$ cat src/dmp_pkg.sv
package dmp_pkg;
   // Register offsets on the plain register port
   localparam logic [3:0] DMP_OFS_DATA = 4'h0;
   localparam logic [3:0] DMP_OFS_INT_EN = 4'h1;
   localparam logic [3:0] DMP_OFS_MODEM_CTRL = 4'h2;
   localparam logic [3:0] DMP_OFS_MODEM_STAT = 4'h3;
   localparam logic [3:0] DMP_OFS_FEATURE = 4'h4;
   localparam logic [3:0] DMP_OFS_ENH_FEATURE = 4'h5;
   localparam logic [3:0] DMP_OFS_ENH_MODE = 4'h6;
   localparam logic [3:0] DMP_OFS_ALT_FUNC = 4'h7;
   localparam logic [3:0] DMP_OFS_DIV_LO = 4'h8;
   localparam logic [3:0] DMP_OFS_DIV_HI = 4'h9;
   localparam logic [3:0] DMP_OFS_EVT_STAT = 4'hA;
   localparam logic [3:0] DMP_OFS_EVT_MASK = 4'hB;
   // Field positions
   localparam int DMP_MC_DTR = 0;
   localparam int DMP_MC_RTS = 1;
   localparam int DMP_MC_USER = 3;
   localparam int DMP_MC_IR = 6;
   localparam int DMP_FC_RXINV = 2;
   localparam int DMP_FC_RS485 = 3;
   localparam int DMP_EF_AUTORTS = 6;
   localparam int DMP_EF_AUTOCTS = 7;
   localparam int DMP_IE_CTS = 7;
   localparam int DMP_EM_DIRPOL = 3;
   localparam int DMP_AF_BCAST = 0;
   localparam int DMP_AF_SEL_LO = 1;
   localparam int DMP_EV_RX = 0;
   localparam int DMP_EV_TX = 1;
   localparam int DMP_EV_CTS = 2;
   // Multi-function output selections
   localparam logic [1:0] DMP_MF_USER = 2'h0;
   localparam logic [1:0] DMP_MF_BAUD = 2'h1;
   localparam logic [1:0] DMP_MF_RXRDY = 2'h2;
   // Reset values
   localparam logic [7:0] DMP_RST_BYTE = 8'h00;
   localparam logic [15:0] DMP_RST_DIV = 16'h0001;
   // Bit timing in 16X ticks
   localparam logic [3:0] DMP_TICK_LAST = 4'hF;
   localparam logic [3:0] DMP_TICK_MID = 4'h7;
   localparam logic [3:0] DMP_IR_PULSE = 4'h3;
   localparam logic [2:0] DMP_BIT_LAST = 3'h7;
   typedef enum logic [1:0] {DMP_IDLE, DMP_START, DMP_DATA, DMP_STOP}
      dmp_frame_e;
endpackage

$ cat src/dmp_baud_if.sv
`timescale 1ns/100ps
`default_nettype none
interface dmp_baud_if;
   logic [15:0] divisor;
   logic tick;
   logic clk16;
   modport gen (input divisor, output tick, output clk16);
   modport user (output divisor, input tick, input clk16);
endinterface // dmp_baud_if
`default_nettype wire

$ cat src/dmp_baud_gen.sv
`timescale 1ns/100ps
`default_nettype none
module dmp_baud_gen (
   // Clock and reset
   input wire logic ref_clk_i,
   input wire logic rst_i,
   // Divisor in, 16X tick and clock out
   dmp_baud_if.gen baud
);
   import dmp_pkg::*;

   logic [15:0] cnt_reg;
   logic [15:0] cnt_next;
   logic tick_reg;
   logic clk_reg;
   wire logic [15:0] div_eff;
   wire logic wrap;

   // A zero divisor would stall the channel, so it acts as one
   assign div_eff = (baud.divisor == 16'h0000) ? DMP_RST_DIV : baud.divisor;
   assign wrap = (cnt_reg >= div_eff - DMP_RST_DIV);
   assign cnt_next = wrap ? 16'h0000 : cnt_reg + DMP_RST_DIV;

   always_ff @(posedge ref_clk_i or posedge rst_i) begin
      if (rst_i) begin
         cnt_reg <= 16'h0000;
         tick_reg <= 1'b0;
         clk_reg <= 1'b0;
      end else begin
         cnt_reg <= cnt_next;
         tick_reg <= wrap;
         clk_reg <= (cnt_reg < (div_eff >> 1));
      end
   end

   assign baud.tick = tick_reg;
   assign baud.clk16 = clk_reg;
endmodule // dmp_baud_gen
`default_nettype wire

$ cat src/dmp_channel.sv
// What this block does
// - Multi-function output carries one selected function
// - User function: low while modem bit 3 set
// - Modem bit 3 clears at reset
// - Baud function: 16X baud clock out, held low at divisor 0 or 1
// - Receive-ready function: active-low data available
// - Standard mode: transmit high at reset, idle
// - Infrared mode: transmit rests low
// - Optional receive inversion before infrared decoder
// - RTS drives RS-485 direction, selectable polarity
// - CTS gates transmit; change raises interrupt
// - DSR, CD and RI inputs only reported, no effect
// - DTR output follows its modem bit
// - Channel select, broadcast write override
`timescale 1ns/100ps
`default_nettype none
module dmp_channel #(
   parameter bit IS_CHANNEL_A = 1'b1
) (
   // Clock and reset
   input wire logic ref_clk_i,
   input wire logic rst_i,
   // Register port
   input wire logic chip_select_n_i,
   input wire logic channel_select_i,
   input wire logic [3:0] reg_addr_i,
   input wire logic [7:0] reg_wdata_i,
   input wire logic reg_wr_i,
   input wire logic reg_rd_i,
   output logic [7:0] reg_rdata_o,
   output logic irq_o,
   // Serial and modem pins
   input wire logic serial_rx_in_i,
   output logic serial_tx_out_o,
   input wire logic clear_to_send_n_i,
   output logic request_to_send_n_o,
   output logic terminal_ready_n_o,
   input wire logic set_ready_n_i,
   input wire logic carrier_detect_n_i,
   input wire logic ring_indicate_n_i,
   output logic multi_function_out_o
);
   import dmp_pkg::*;

   function automatic logic [7:0] sticky(input logic [7:0] cur,
      input logic [7:0] set, input logic [7:0] clr);
      // Set wins over a clear in the same cycle
      sticky = (cur & ~clr) | set;
   endfunction

   function automatic logic at(input logic tick, input logic [3:0] cnt,
      input logic [3:0] n);
      at = tick && (cnt == n);
   endfunction

   dmp_baud_if baud ();
   dmp_baud_gen u_baud (
      .ref_clk_i(ref_clk_i),
      .rst_i(rst_i),
      .baud(baud.gen)
   );

   logic [7:0] int_en_reg, modem_ctrl_reg, feature_reg, enh_feature_reg;
   logic [7:0] enh_mode_reg, alt_func_reg, div_lo_reg, div_hi_reg;
   logic [7:0] evt_stat_reg, evt_mask_reg, evt_stat_next;
   logic [7:0] tx_hold_reg, tx_shift_reg, rx_shift_reg, rx_data_reg;
   logic [7:0] rdata_reg;
   logic tx_full_reg, rx_ready_reg, cts_prev_reg;
   logic tx_out_reg, rts_reg, dtr_reg, mfo_reg, irq_reg;
   logic [3:0] tx_cnt_reg, rx_cnt_reg, stretch_reg;
   logic [2:0] tx_bit_reg, rx_bit_reg;
   dmp_frame_e tx_state_reg, tx_state_next, rx_state_reg, rx_state_next;

   assign baud.divisor = {div_hi_reg, div_lo_reg};

   // Access decode
   wire logic sel_match;
   wire logic wr_en;
   wire logic rd_en;
   assign sel_match = (channel_select_i == IS_CHANNEL_A);
   assign wr_en = reg_wr_i && !chip_select_n_i &&
      (sel_match || alt_func_reg[DMP_AF_BCAST]);
   assign rd_en = reg_rd_i && !chip_select_n_i && sel_match;
   wire logic wr_data = wr_en && (reg_addr_i == DMP_OFS_DATA);
   wire logic rd_data = rd_en && (reg_addr_i == DMP_OFS_DATA);
   wire logic wr_stat = wr_en && (reg_addr_i == DMP_OFS_EVT_STAT);

   wire logic ir_mode = modem_ctrl_reg[DMP_MC_IR];
   wire logic tick = baud.tick;
   wire logic [1:0] mf_sel = alt_func_reg[DMP_AF_SEL_LO +: 2];

   // Optional inversion ahead of the decoder
   wire logic rx_raw = serial_rx_in_i ^ (ir_mode & feature_reg[DMP_FC_RXINV]);
   // Each infrared pulse is held 15 ticks past its end so the decoder
   // cannot miss it between sample points
   wire logic rx_pulse = rx_raw || (stretch_reg != 4'h0);
   // Standard line relies on a high idle level
   wire logic rx_line = ir_mode ? !rx_pulse : rx_raw;

   // Transmit sequencing
   wire logic tx_busy = (tx_state_reg != DMP_IDLE);
   // Auto CTS holds off a new frame
   wire logic cts_ok = !enh_feature_reg[DMP_EF_AUTOCTS] || !clear_to_send_n_i;
   wire logic tx_launch = tx_full_reg && cts_ok && tick;
   wire logic tx_bit_end = at(tick, tx_cnt_reg, DMP_TICK_LAST);
   wire logic tx_done = (tx_state_reg == DMP_STOP) && tx_bit_end;

   always_comb begin
      tx_state_next = tx_state_reg;
      case (tx_state_reg)
         DMP_IDLE: if (tx_launch) tx_state_next = DMP_START;
         DMP_START: if (tx_bit_end) tx_state_next = DMP_DATA;
         DMP_DATA: if (tx_bit_end && tx_bit_reg == DMP_BIT_LAST)
            tx_state_next = DMP_STOP;
         DMP_STOP: if (tx_bit_end) tx_state_next = DMP_IDLE;
         default: tx_state_next = DMP_IDLE;
      endcase
   end

   wire logic tx_level = (tx_state_reg == DMP_START) ? 1'b0 :
      (tx_state_reg == DMP_DATA) ? tx_shift_reg[0] : 1'b1;
   // Standard idles high; infrared pulses zeros, rests low
   wire logic tx_pin = ir_mode ? (!tx_level && tx_cnt_reg < DMP_IR_PULSE) :
      tx_level;

   // Receive sequencing
   wire logic rx_mid = at(tick, rx_cnt_reg, DMP_TICK_MID);
   wire logic rx_bit_end = at(tick, rx_cnt_reg, DMP_TICK_LAST);
   wire logic rx_got = (rx_state_reg == DMP_STOP) && rx_bit_end && rx_line;

   always_comb begin
      rx_state_next = rx_state_reg;
      case (rx_state_reg)
         DMP_IDLE: if (tick && !rx_line) rx_state_next = DMP_START;
         DMP_START: if (rx_mid)
            rx_state_next = rx_line ? DMP_IDLE : DMP_DATA;
         DMP_DATA: if (rx_bit_end && rx_bit_reg == DMP_BIT_LAST)
            rx_state_next = DMP_STOP;
         DMP_STOP: if (rx_bit_end) rx_state_next = DMP_IDLE;
         default: rx_state_next = DMP_IDLE;
      endcase
   end

   // Events and interrupt
   wire logic cts_evt = int_en_reg[DMP_IE_CTS] &&
      (clear_to_send_n_i != cts_prev_reg);
   wire logic [7:0] evt_set = {5'h00, cts_evt, tx_done, rx_got};
   assign evt_stat_next = sticky(evt_stat_reg, evt_set,
      wr_stat ? reg_wdata_i : DMP_RST_BYTE);

   // Request-to-send selection
   // Auto RTS only drops the line; software must have raised it first
   wire logic rts_auto = enh_feature_reg[DMP_EF_AUTORTS] && rx_ready_reg;
   // Direction control while a frame is out
   wire logic rts_pin = feature_reg[DMP_FC_RS485] ?
      (tx_busy ? enh_mode_reg[DMP_EM_DIRPOL] : !enh_mode_reg[DMP_EM_DIRPOL]) :
      !(modem_ctrl_reg[DMP_MC_RTS] && !rts_auto);

   // One function on the multi-function pin
   wire logic mf_pin = (mf_sel == DMP_MF_BAUD) ? baud.clk16 :
      (mf_sel == DMP_MF_RXRDY) ? !rx_ready_reg :
      !modem_ctrl_reg[DMP_MC_USER];

   // DSR, CD and RI inputs are visible here only
   wire logic [7:0] rd_mux =
      (reg_addr_i == DMP_OFS_DATA) ? rx_data_reg :
      (reg_addr_i == DMP_OFS_INT_EN) ? int_en_reg :
      (reg_addr_i == DMP_OFS_MODEM_CTRL) ? modem_ctrl_reg :
      (reg_addr_i == DMP_OFS_MODEM_STAT) ? {!carrier_detect_n_i,
         !ring_indicate_n_i, !set_ready_n_i, !clear_to_send_n_i,
         tx_busy, tx_full_reg, 1'b0, rx_ready_reg} :
      (reg_addr_i == DMP_OFS_FEATURE) ? feature_reg :
      (reg_addr_i == DMP_OFS_ENH_FEATURE) ? enh_feature_reg :
      (reg_addr_i == DMP_OFS_ENH_MODE) ? enh_mode_reg :
      (reg_addr_i == DMP_OFS_ALT_FUNC) ? alt_func_reg :
      (reg_addr_i == DMP_OFS_DIV_LO) ? div_lo_reg :
      (reg_addr_i == DMP_OFS_DIV_HI) ? div_hi_reg :
      (reg_addr_i == DMP_OFS_EVT_STAT) ? evt_stat_reg :
      (reg_addr_i == DMP_OFS_EVT_MASK) ? evt_mask_reg : DMP_RST_BYTE;

   // Software registers
   always_ff @(posedge ref_clk_i or posedge rst_i) begin
      if (rst_i) begin
         int_en_reg <= DMP_RST_BYTE;
         modem_ctrl_reg <= DMP_RST_BYTE;
         feature_reg <= DMP_RST_BYTE;
         enh_feature_reg <= DMP_RST_BYTE;
         enh_mode_reg <= DMP_RST_BYTE;
         alt_func_reg <= DMP_RST_BYTE;
         div_lo_reg <= DMP_RST_DIV[7:0];
         div_hi_reg <= DMP_RST_DIV[15:8];
         evt_mask_reg <= DMP_RST_BYTE;
      end else if (wr_en) begin
         case (reg_addr_i)
            DMP_OFS_INT_EN: int_en_reg <= reg_wdata_i;
            DMP_OFS_MODEM_CTRL: modem_ctrl_reg <= reg_wdata_i;
            DMP_OFS_FEATURE: feature_reg <= reg_wdata_i;
            DMP_OFS_ENH_FEATURE: enh_feature_reg <= reg_wdata_i;
            DMP_OFS_ENH_MODE: enh_mode_reg <= reg_wdata_i;
            DMP_OFS_ALT_FUNC: alt_func_reg <= reg_wdata_i;
            DMP_OFS_DIV_LO: div_lo_reg <= reg_wdata_i;
            DMP_OFS_DIV_HI: div_hi_reg <= reg_wdata_i;
            DMP_OFS_EVT_MASK: evt_mask_reg <= reg_wdata_i;
            default: ;
         endcase
      end
   end

   // Transmit datapath
   always_ff @(posedge ref_clk_i or posedge rst_i) begin
      if (rst_i) begin
         tx_state_reg <= DMP_IDLE;
         tx_hold_reg <= DMP_RST_BYTE;
         tx_shift_reg <= DMP_RST_BYTE;
         tx_full_reg <= 1'b0;
         tx_cnt_reg <= 4'h0;
         tx_bit_reg <= 3'h0;
      end else begin
         tx_state_reg <= tx_state_next;
         if (tick) begin
            tx_cnt_reg <= tx_busy ? tx_cnt_reg + 4'h1 : 4'h0;
         end
         if (tx_state_reg == DMP_IDLE && tx_launch) begin
            tx_shift_reg <= tx_hold_reg;
            tx_bit_reg <= 3'h0;
         end else if (tx_state_reg == DMP_DATA && tx_bit_end) begin
            tx_shift_reg <= tx_shift_reg >> 1;
            tx_bit_reg <= tx_bit_reg + 3'h1;
         end
         // A write while full overwrites the waiting byte
         if (wr_data) begin
            tx_hold_reg <= reg_wdata_i;
            tx_full_reg <= 1'b1;
         end else if (tx_state_reg == DMP_IDLE && tx_launch) begin
            tx_full_reg <= 1'b0;
         end
      end
   end

   // Receive datapath
   always_ff @(posedge ref_clk_i or posedge rst_i) begin
      if (rst_i) begin
         rx_state_reg <= DMP_IDLE;
         rx_shift_reg <= DMP_RST_BYTE;
         rx_data_reg <= DMP_RST_BYTE;
         rx_ready_reg <= 1'b0;
         rx_cnt_reg <= 4'h0;
         rx_bit_reg <= 3'h0;
         stretch_reg <= 4'h0;
      end else begin
         rx_state_reg <= rx_state_next;
         if (ir_mode && rx_raw) begin
            stretch_reg <= DMP_TICK_LAST;
         end else if (tick && stretch_reg != 4'h0) begin
            stretch_reg <= stretch_reg - 4'h1;
         end
         if (rx_state_reg == DMP_START && rx_mid) begin
            rx_cnt_reg <= 4'h0;
            rx_bit_reg <= 3'h0;
         end else if (tick) begin
            rx_cnt_reg <= (rx_state_reg == DMP_IDLE) ? 4'h0 :
               rx_cnt_reg + 4'h1;
         end
         if (rx_state_reg == DMP_DATA && rx_bit_end) begin
            rx_shift_reg <= {rx_line, rx_shift_reg[7:1]};
            rx_bit_reg <= rx_bit_reg + 3'h1;
         end
         if (rx_got) begin
            rx_data_reg <= rx_shift_reg;
         end
         rx_ready_reg <= rx_got || (rx_ready_reg && !rd_data);
      end
   end

   // Pins, status and read data
   always_ff @(posedge ref_clk_i or posedge rst_i) begin
      if (rst_i) begin
         evt_stat_reg <= DMP_RST_BYTE;
         cts_prev_reg <= 1'b1;
         tx_out_reg <= 1'b1;
         rts_reg <= 1'b1;
         dtr_reg <= 1'b1;
         mfo_reg <= 1'b1;
         irq_reg <= 1'b0;
         rdata_reg <= DMP_RST_BYTE;
      end else begin
         evt_stat_reg <= evt_stat_next;
         cts_prev_reg <= clear_to_send_n_i;
         tx_out_reg <= tx_pin;
         rts_reg <= rts_pin;
         dtr_reg <= !modem_ctrl_reg[DMP_MC_DTR];
         mfo_reg <= mf_pin;
         irq_reg <= |(evt_stat_reg & evt_mask_reg);
         rdata_reg <= rd_en ? rd_mux : DMP_RST_BYTE;
      end
   end

   assign serial_tx_out_o = tx_out_reg;
   assign request_to_send_n_o = rts_reg;
   assign terminal_ready_n_o = dtr_reg;
   assign multi_function_out_o = mfo_reg;
   assign irq_o = irq_reg;
   assign reg_rdata_o = rdata_reg;
endmodule // dmp_channel
`default_nettype wire

$ cat config.mk
export PLATFORM = sky130hd
export DESIGN_NAME = dmp_channel
export DESIGN_NICKNAME = d
export VERILOG_FILES = /design/src/dmp_pkg.sv /design/src/dmp_baud_if.sv /design/src/dmp_baud_gen.sv /design/src/dmp_channel.sv
export SDC_FILE = /design/constraint.sdc
export NUM_CORES = 1
export LEC_CHECK = 0
export BUFFER_PORTS_ARGS = -buffer_cell sky130_fd_sc_hd__buf_2
export CORE_MARGIN = 2
export CORE_UTILIZATION = 56
export CTS_BUF_LIST = sky130_fd_sc_hd__clkbuf_2 sky130_fd_sc_hd__clkbuf_4 sky130_fd_sc_hd__clkbuf_8
export DETAILED_ROUTE_END_ITERATION = 10
export PLACE_DENSITY_LB_ADDON = 0.12
export SYNTH_ARGS = -nofsm -noshare
export SYNTH_HDL_FRONTEND = slang
export SYNTH_SLANG_ARGS = --single-unit
$ cat constraint.sdc
create_clock -name ref_clk_i -period 8.9 [get_ports ref_clk_i]
set_input_delay 0.445 -clock ref_clk_i [delete_from_list [all_inputs] [get_ports ref_clk_i]]
set_output_delay 0.445 -clock ref_clk_i [all_outputs]
set_load 0.02 [all_outputs]
Word-level counts from Yosys, hierarchy flattened --
Index checks and enable logic that the tools add are counted.
Storage, ports and cells: register bits 168, input port bits 23
Cells by class: $lt $le $gt $ge 3, $add $sub $neg 7, mux-type cells 49, bitwise operators 6, reductions and logical operators 72, equality and inequality tests 33
Operators by type and width (number):
- $mux W8 | 16
- $mux W16 | 2
- $logic_and A1 B1 Y1 | 29
- $eq A4 B4 Y1 const B | 6
- $mux W4 | 6
- $eq A4 B3 Y1 const B | 5
- $mux W2 | 9
- $reduce_and A2 Y1 | 9
- $add A16 B1 Y16 const B | 1
- $and A8 B8 Y8 | 2
- $ge A16 B16 Y1 | 1
- $logic_not A1 Y1 | 16
- $logic_not A16 Y1 | 1
- $lt A16 B15 Y1 | 1
- $ne A2 B2 Y1 const B | 8
- $pmux W2 S4 | 2
- $sub A16 B1 Y16 const B | 1
- $mux W3 | 4
- $reduce_bool A2 Y1 | 6
- $eq A2 B2 Y1 const B | 5
- $mux W1 | 10
- $add A4 B1 Y4 const B | 2
- $eq A4 B2 Y1 const B | 2
- $not A8 Y8 | 1
- other kinds (16) | 25

Depth between registers and ports, before layout --
word-level depth 14, mapped depth 15

Cells and area by module --
Synthesis repeated with hierarchy kept, for this count alone.
Second synthesis, totals: cells, all modules 860, area total of the unflattened synthesis 9203.8 sq um
Modules (own cells, without submodules):
- dmp_channel | times used 1, area each 7420.9 sq um, cells an instance 653, sequential area each 3761.1 sq um
- dmp_baud_gen | times used 1, area each 1783.0 sq um, cells an instance 207, sequential area each 450.4 sq um

Worst setup path after synthesis --
Ideal clock, no wire load.
path type register -> register, start point register div_hi_reg[5], end point register u_baud.cnt_reg[10], buffers on the path 1, setup slack 5.579 ns, period minus slack after synthesis 3.321 ns, library setup time 0.121 ns, arrival time 3.200 ns, data required time 8.779 ns, cell stages (with the launch flop) 16, cells stage by stage dfrtp_1 > or4_4 > nor3_4 > a31oi_1 > ha_1 > and3_1 > nand2_1 > nor2_1 > xnor2_1 > ha_1 > nand2_1 > nor2_1 > o211ai_1 > o21ai_1 > buf_2 > nor2_1
On the way: word-level cells in the longest chain between the ends 5
Ends and longest elaborated chain:
- start, declared | line dmp_channel.sv:64 | logic [7:0] enh_mode_reg, alt_func_reg, div_lo_reg, div_hi_reg;
- start signal, assigned | line dmp_channel.sv:191 | div_hi_reg <= DMP_RST_DIV[15:8];
- start signal, assigned | line dmp_channel.sv:202 | DMP_OFS_DIV_HI: div_hi_reg <= reg_wdata_i;
- $logic_not A16 Y1 | line dmp_baud_gen.sv:20 | assign div_eff = (baud.divisor == 16'h0000) ? DMP_RST_DIV : baud.divisor;
- $mux W16 (*) | line dmp_baud_gen.sv:20
- $sub A16 B1 Y16 (*) | line dmp_baud_gen.sv:21 | assign wrap = (cnt_reg >= div_eff - DMP_RST_DIV);
- $ge A16 B16 Y1 (*) | line dmp_baud_gen.sv:21
- via u_baud.wrap | line dmp_baud_gen.sv:17 | wire logic wrap;
- $mux W16 (*) | line dmp_baud_gen.sv:22 | assign cnt_next = wrap ? 16'h0000 : cnt_reg + DMP_RST_DIV;
- via u_baud.cnt_next[10] | line dmp_baud_gen.sv:13 | logic [15:0] cnt_next;
- end signal, assigned | line dmp_baud_gen.sv:30 | cnt_reg <= cnt_next;
- end, declared | line dmp_baud_gen.sv:12 | logic [15:0] cnt_reg;
Mark *: on every way through the listed nets, which the timed path passes. The rest lies on a longest branch. A chain may end at the register's enable or synchronous reset.

Worst setup path after layout --
start point register div_hi_reg[5], end point register u_baud.cnt_reg[5]
On the way: word-level cells in the longest chain between the ends 5
Ends and longest elaborated chain (line):
- $logic_not A16 Y1 | dmp_baud_gen.sv:20
- $mux W16 (*) | dmp_baud_gen.sv:20
- $sub A16 B1 Y16 (*) | dmp_baud_gen.sv:21
- $ge A16 B16 Y1 (*) | dmp_baud_gen.sv:21
- $mux W16 (*) | dmp_baud_gen.sv:22
- via u_baud.cnt_next[5] | dmp_baud_gen.sv:13
Marked as above.

==> metrics.cfg <==
[sta]
slew_viol_final = 0
skew_ps = 17.7
slew_headroom_pct = 20.8
hold_viol = 0
period_share_pct = 45.8
setup_tns_ps = 0
max_freq_mhz = 245
min_period_ps = 4080
rsz0062_at_grt = no
worst_pin_slew_ps = 1180
setup_viol = 0

[run_status]
status = complete, no violations

[synth]
yosysTopAreaCellShare_pct = 44.8
syn_inst = 854
synthArstFlopShare_pct = 100
yosys.cell_types.count = 66
synth-edff-count = 0
synth_area_mm2 = 0.00906
synth_common_cells = 162 x dfrtp_1, 87 x nand2_1, 73 x mux2_2
synthTopCellsByArea = dfrtp_1 45%, mux2_2 9.1%, ha_1 6.1%, nand2_1 3.6%, o21ai_0 3.2%
syn_nets = 921
synth-seq-cells = 168
yosys.area.top_type = dfrtp_1
ys.flop_type = dfrtp_1
postSynthAreaPerCell_um2 = 10.6
seq_area_frac_synth_pct = 46.5
yosysMostFrequentCell = dfrtp_1
synth-warning-count = 0

[hold_path]
min_path_type = input port to flip-flop
worstHoldPathCells = 1
hold_start = clear_to_send_n_i
worstHoldEndpoint = cts_prev_reg$_DFF_PP1_

[floorplan]
die_area_mm2 = 0.0172
start_util_pct = 57.2
rows = 46
die_h_um = 131
die_w_um = 131
fp.coreArea_mm2 = 0.0158
num_io_pins = 36

[drt]
via_per_inst = 5.94
wire_per_inst_um = 19.2
wl_met2_um = 10200
finalWirelength_um = 21100
wl_met1_um = 9220
drc = 0
drt.antenna.violating_nets = 0
vias = 6524
drt_iter0_markers = 414
first_pass_iters = 5
top_layer_used = met4
met3_length_um = 1030

[cts]
cts_made_buffers = 17
clk_latency_ps = 460
clock_sinks = 168
cts_buffer_depth = 2
cts_hold_buf = 0
postCtsSetupBuffers = 0
cts-resized-gates = 0
cts_tree = done
cts_max_level = 4
path_clk_slew_ps = 90
cts_root_buffer = clkbuf_8

[setup_path]
critical_path_required_ps = 9180
worstPathMaxFanout = 17
criticalPathCategory = flip-flop to flip-flop
regToRegStartpoint = div_hi_reg[5]$_DFFE_PP0P_
cp-end-kind = flip-flop
r2r_slack_ps = 4820
reg2regPathDepth = 14
cp-start-kind = flip-flop
worstPathArrival_ps = 4360
rr_endpoint = u_baud.cnt_reg[5]$_DFF_PP0_
startpoint = div_hi_reg[5]$_DFFE_PP0P_

[layout]
nNetsFinal = 936
area_growth_pct = 7.13
postLayoutCellArea_mm2 = 0.00970
largest_register_ffs = 16
antenna_cells = 0
fillerInstances = 1301
drive_gt1_share_pct = 21.8

[global_route]
grt_antenna_before_repair = 0
grt_use_total_pct = 25.2
grt_pass1_vias = 6590
grt_pass1_wl_um = 34500
grt_overflow = 0
grt_max_degree = 94

[placement]
portBuffers = 35
hpwlAfterDp_um = 14800
place_congestion = 0.877
placed_area_mm2 = 0.00930

[job]
cap_violations = 0

[power]
p_leak_nw = 4.51
irDropWorstVdd_mv = 0.127
power-per-cell-area_mw_per_mm2 = 176

==> worst max-delay path by stage <==
stage	slack, ps	to	cells past startpoint
floorplan	3920	asynchronous set/reset pin	1
global placement	5090	u_baud.cnt_reg[4]$_DFF_PP0_	14
detailed placement	4800	u_baud.cnt_reg[6]$_DFF_PP0_	14
CTS	4790	u_baud.cnt_reg[5]$_DFF_PP0_	14
global route	4440	u_baud.cnt_reg[7]$_DFF_PP0_	14
finish	4820	u_baud.cnt_reg[5]$_DFF_PP0_	14
==> power by group <==
| group | switching (W) | internal (W) |
|---|---|---|
| Combinational | 0.000157 | 0.000108 |
| Sequential | 0.0000538 | 0.000831 |
| Clock | 0.000292 | 0.000264 |
| Total | 0.000503 | 0.00120 |
==> metrics by stage <==
stage | setup slack, ps | power (W) | utilization [%] | instances | hold WS (ps)
global placement | 5090 | 0.00115 | 58.8 | 1066 | 411
global route | 4440 | 0.00179 | 61.3 | 1098 | 108
detailed placement | 4800 | 0.00116 | 58.8 | 1066 | 420
finish | 4820 | 0.00171 | 61.3 | 1098 | 138
floorplan | 3920 | 0.00108 | - | 854 | 387
CTS | 4790 | 0.00172 | 61.3 | 1098 | 111
==> cells in the final DEF, fill, tap and decap left out, types with 6 or more instances in the layout <==
master | netlist | final
dfrtp_1 | 162 | 162
nor2b_1 | 9 | 9
nor3_2 | 8 | 8
clkbuf_8 | 0 | 17
nor3_4 | 8 | 8
a22oi_1 | 9 | 9
and3_1 | 11 | 11
buf_4 | 5 | 6
xnor2_1 | 19 | 19
buf_2 | 20 | 35
xor2_1 | 14 | 14
dfstp_2 | 6 | 6
o21ai_0 | 58 | 58
ha_1 | 44 | 44
o211ai_1 | 8 | 8
nor2_1 | 46 | 46
nand2_1 | 87 | 87
mux2_2 | 73 | 73
o22ai_1 | 15 | 15
nand3_1 | 23 | 23
a31oi_1 | 6 | 6
inv_1 | 40 | 39
nand2b_1 | 7 | 7
mux2i_1 | 21 | 21
mux2_4 | 8 | 8
a21oi_1 | 40 | 40
==> critical path, cell delays in order, from the launching register on <==
cell and delay (ps):
dfrtp_1 430, or4_4 580, nor3_4 230, a31oi_1 170
ha_1 230, and3_1 230, nand2_1 150, nor2_1 70
xnor2_1 130, ha_1 280, nand2_1 70, nor2_1 180
o211ai_1 110, o21ai_1 920, nor2_1 130
==> cell type report <==
class	instances	area, µm²	share of cell area [%]
multi-input combinational	601	4450	45.8
sequential	168	4210	43.4
tap	216	270	2.78
clock buffer	20	256	2.64
timing repair buffer	41	220	2.27
inverter	40	155	1.60
clock inverter	12	144	1.48
==> logic make-up (layout without fill, tap and decap cells) <==
family | after synthesis | in the layout | share of synthesized area [%]
AOI/OAI and AO/OA | 187 | 187 | 13.0
xor gates and xnor gates | 33 | 33 | 3.19
adders and majority gates | 44 | 44 | 6.08
and+or+nand+nor | 233 | 233 | 13.8
buffers and inverters | 85 | 113 | 4.42
muxes | 104 | 104 | 13.1
DFF | 168 | 168 | 46.5
==> routing by layer <==
metal  track usage (%)  vias to the layer above
li1                  -                     3066
met1              33.5                     3233
met2              41.0                      181
met3              4.86                       44
met4              10.1                        0
met5                 0                        -
Power figures use the tool's default switching activity.
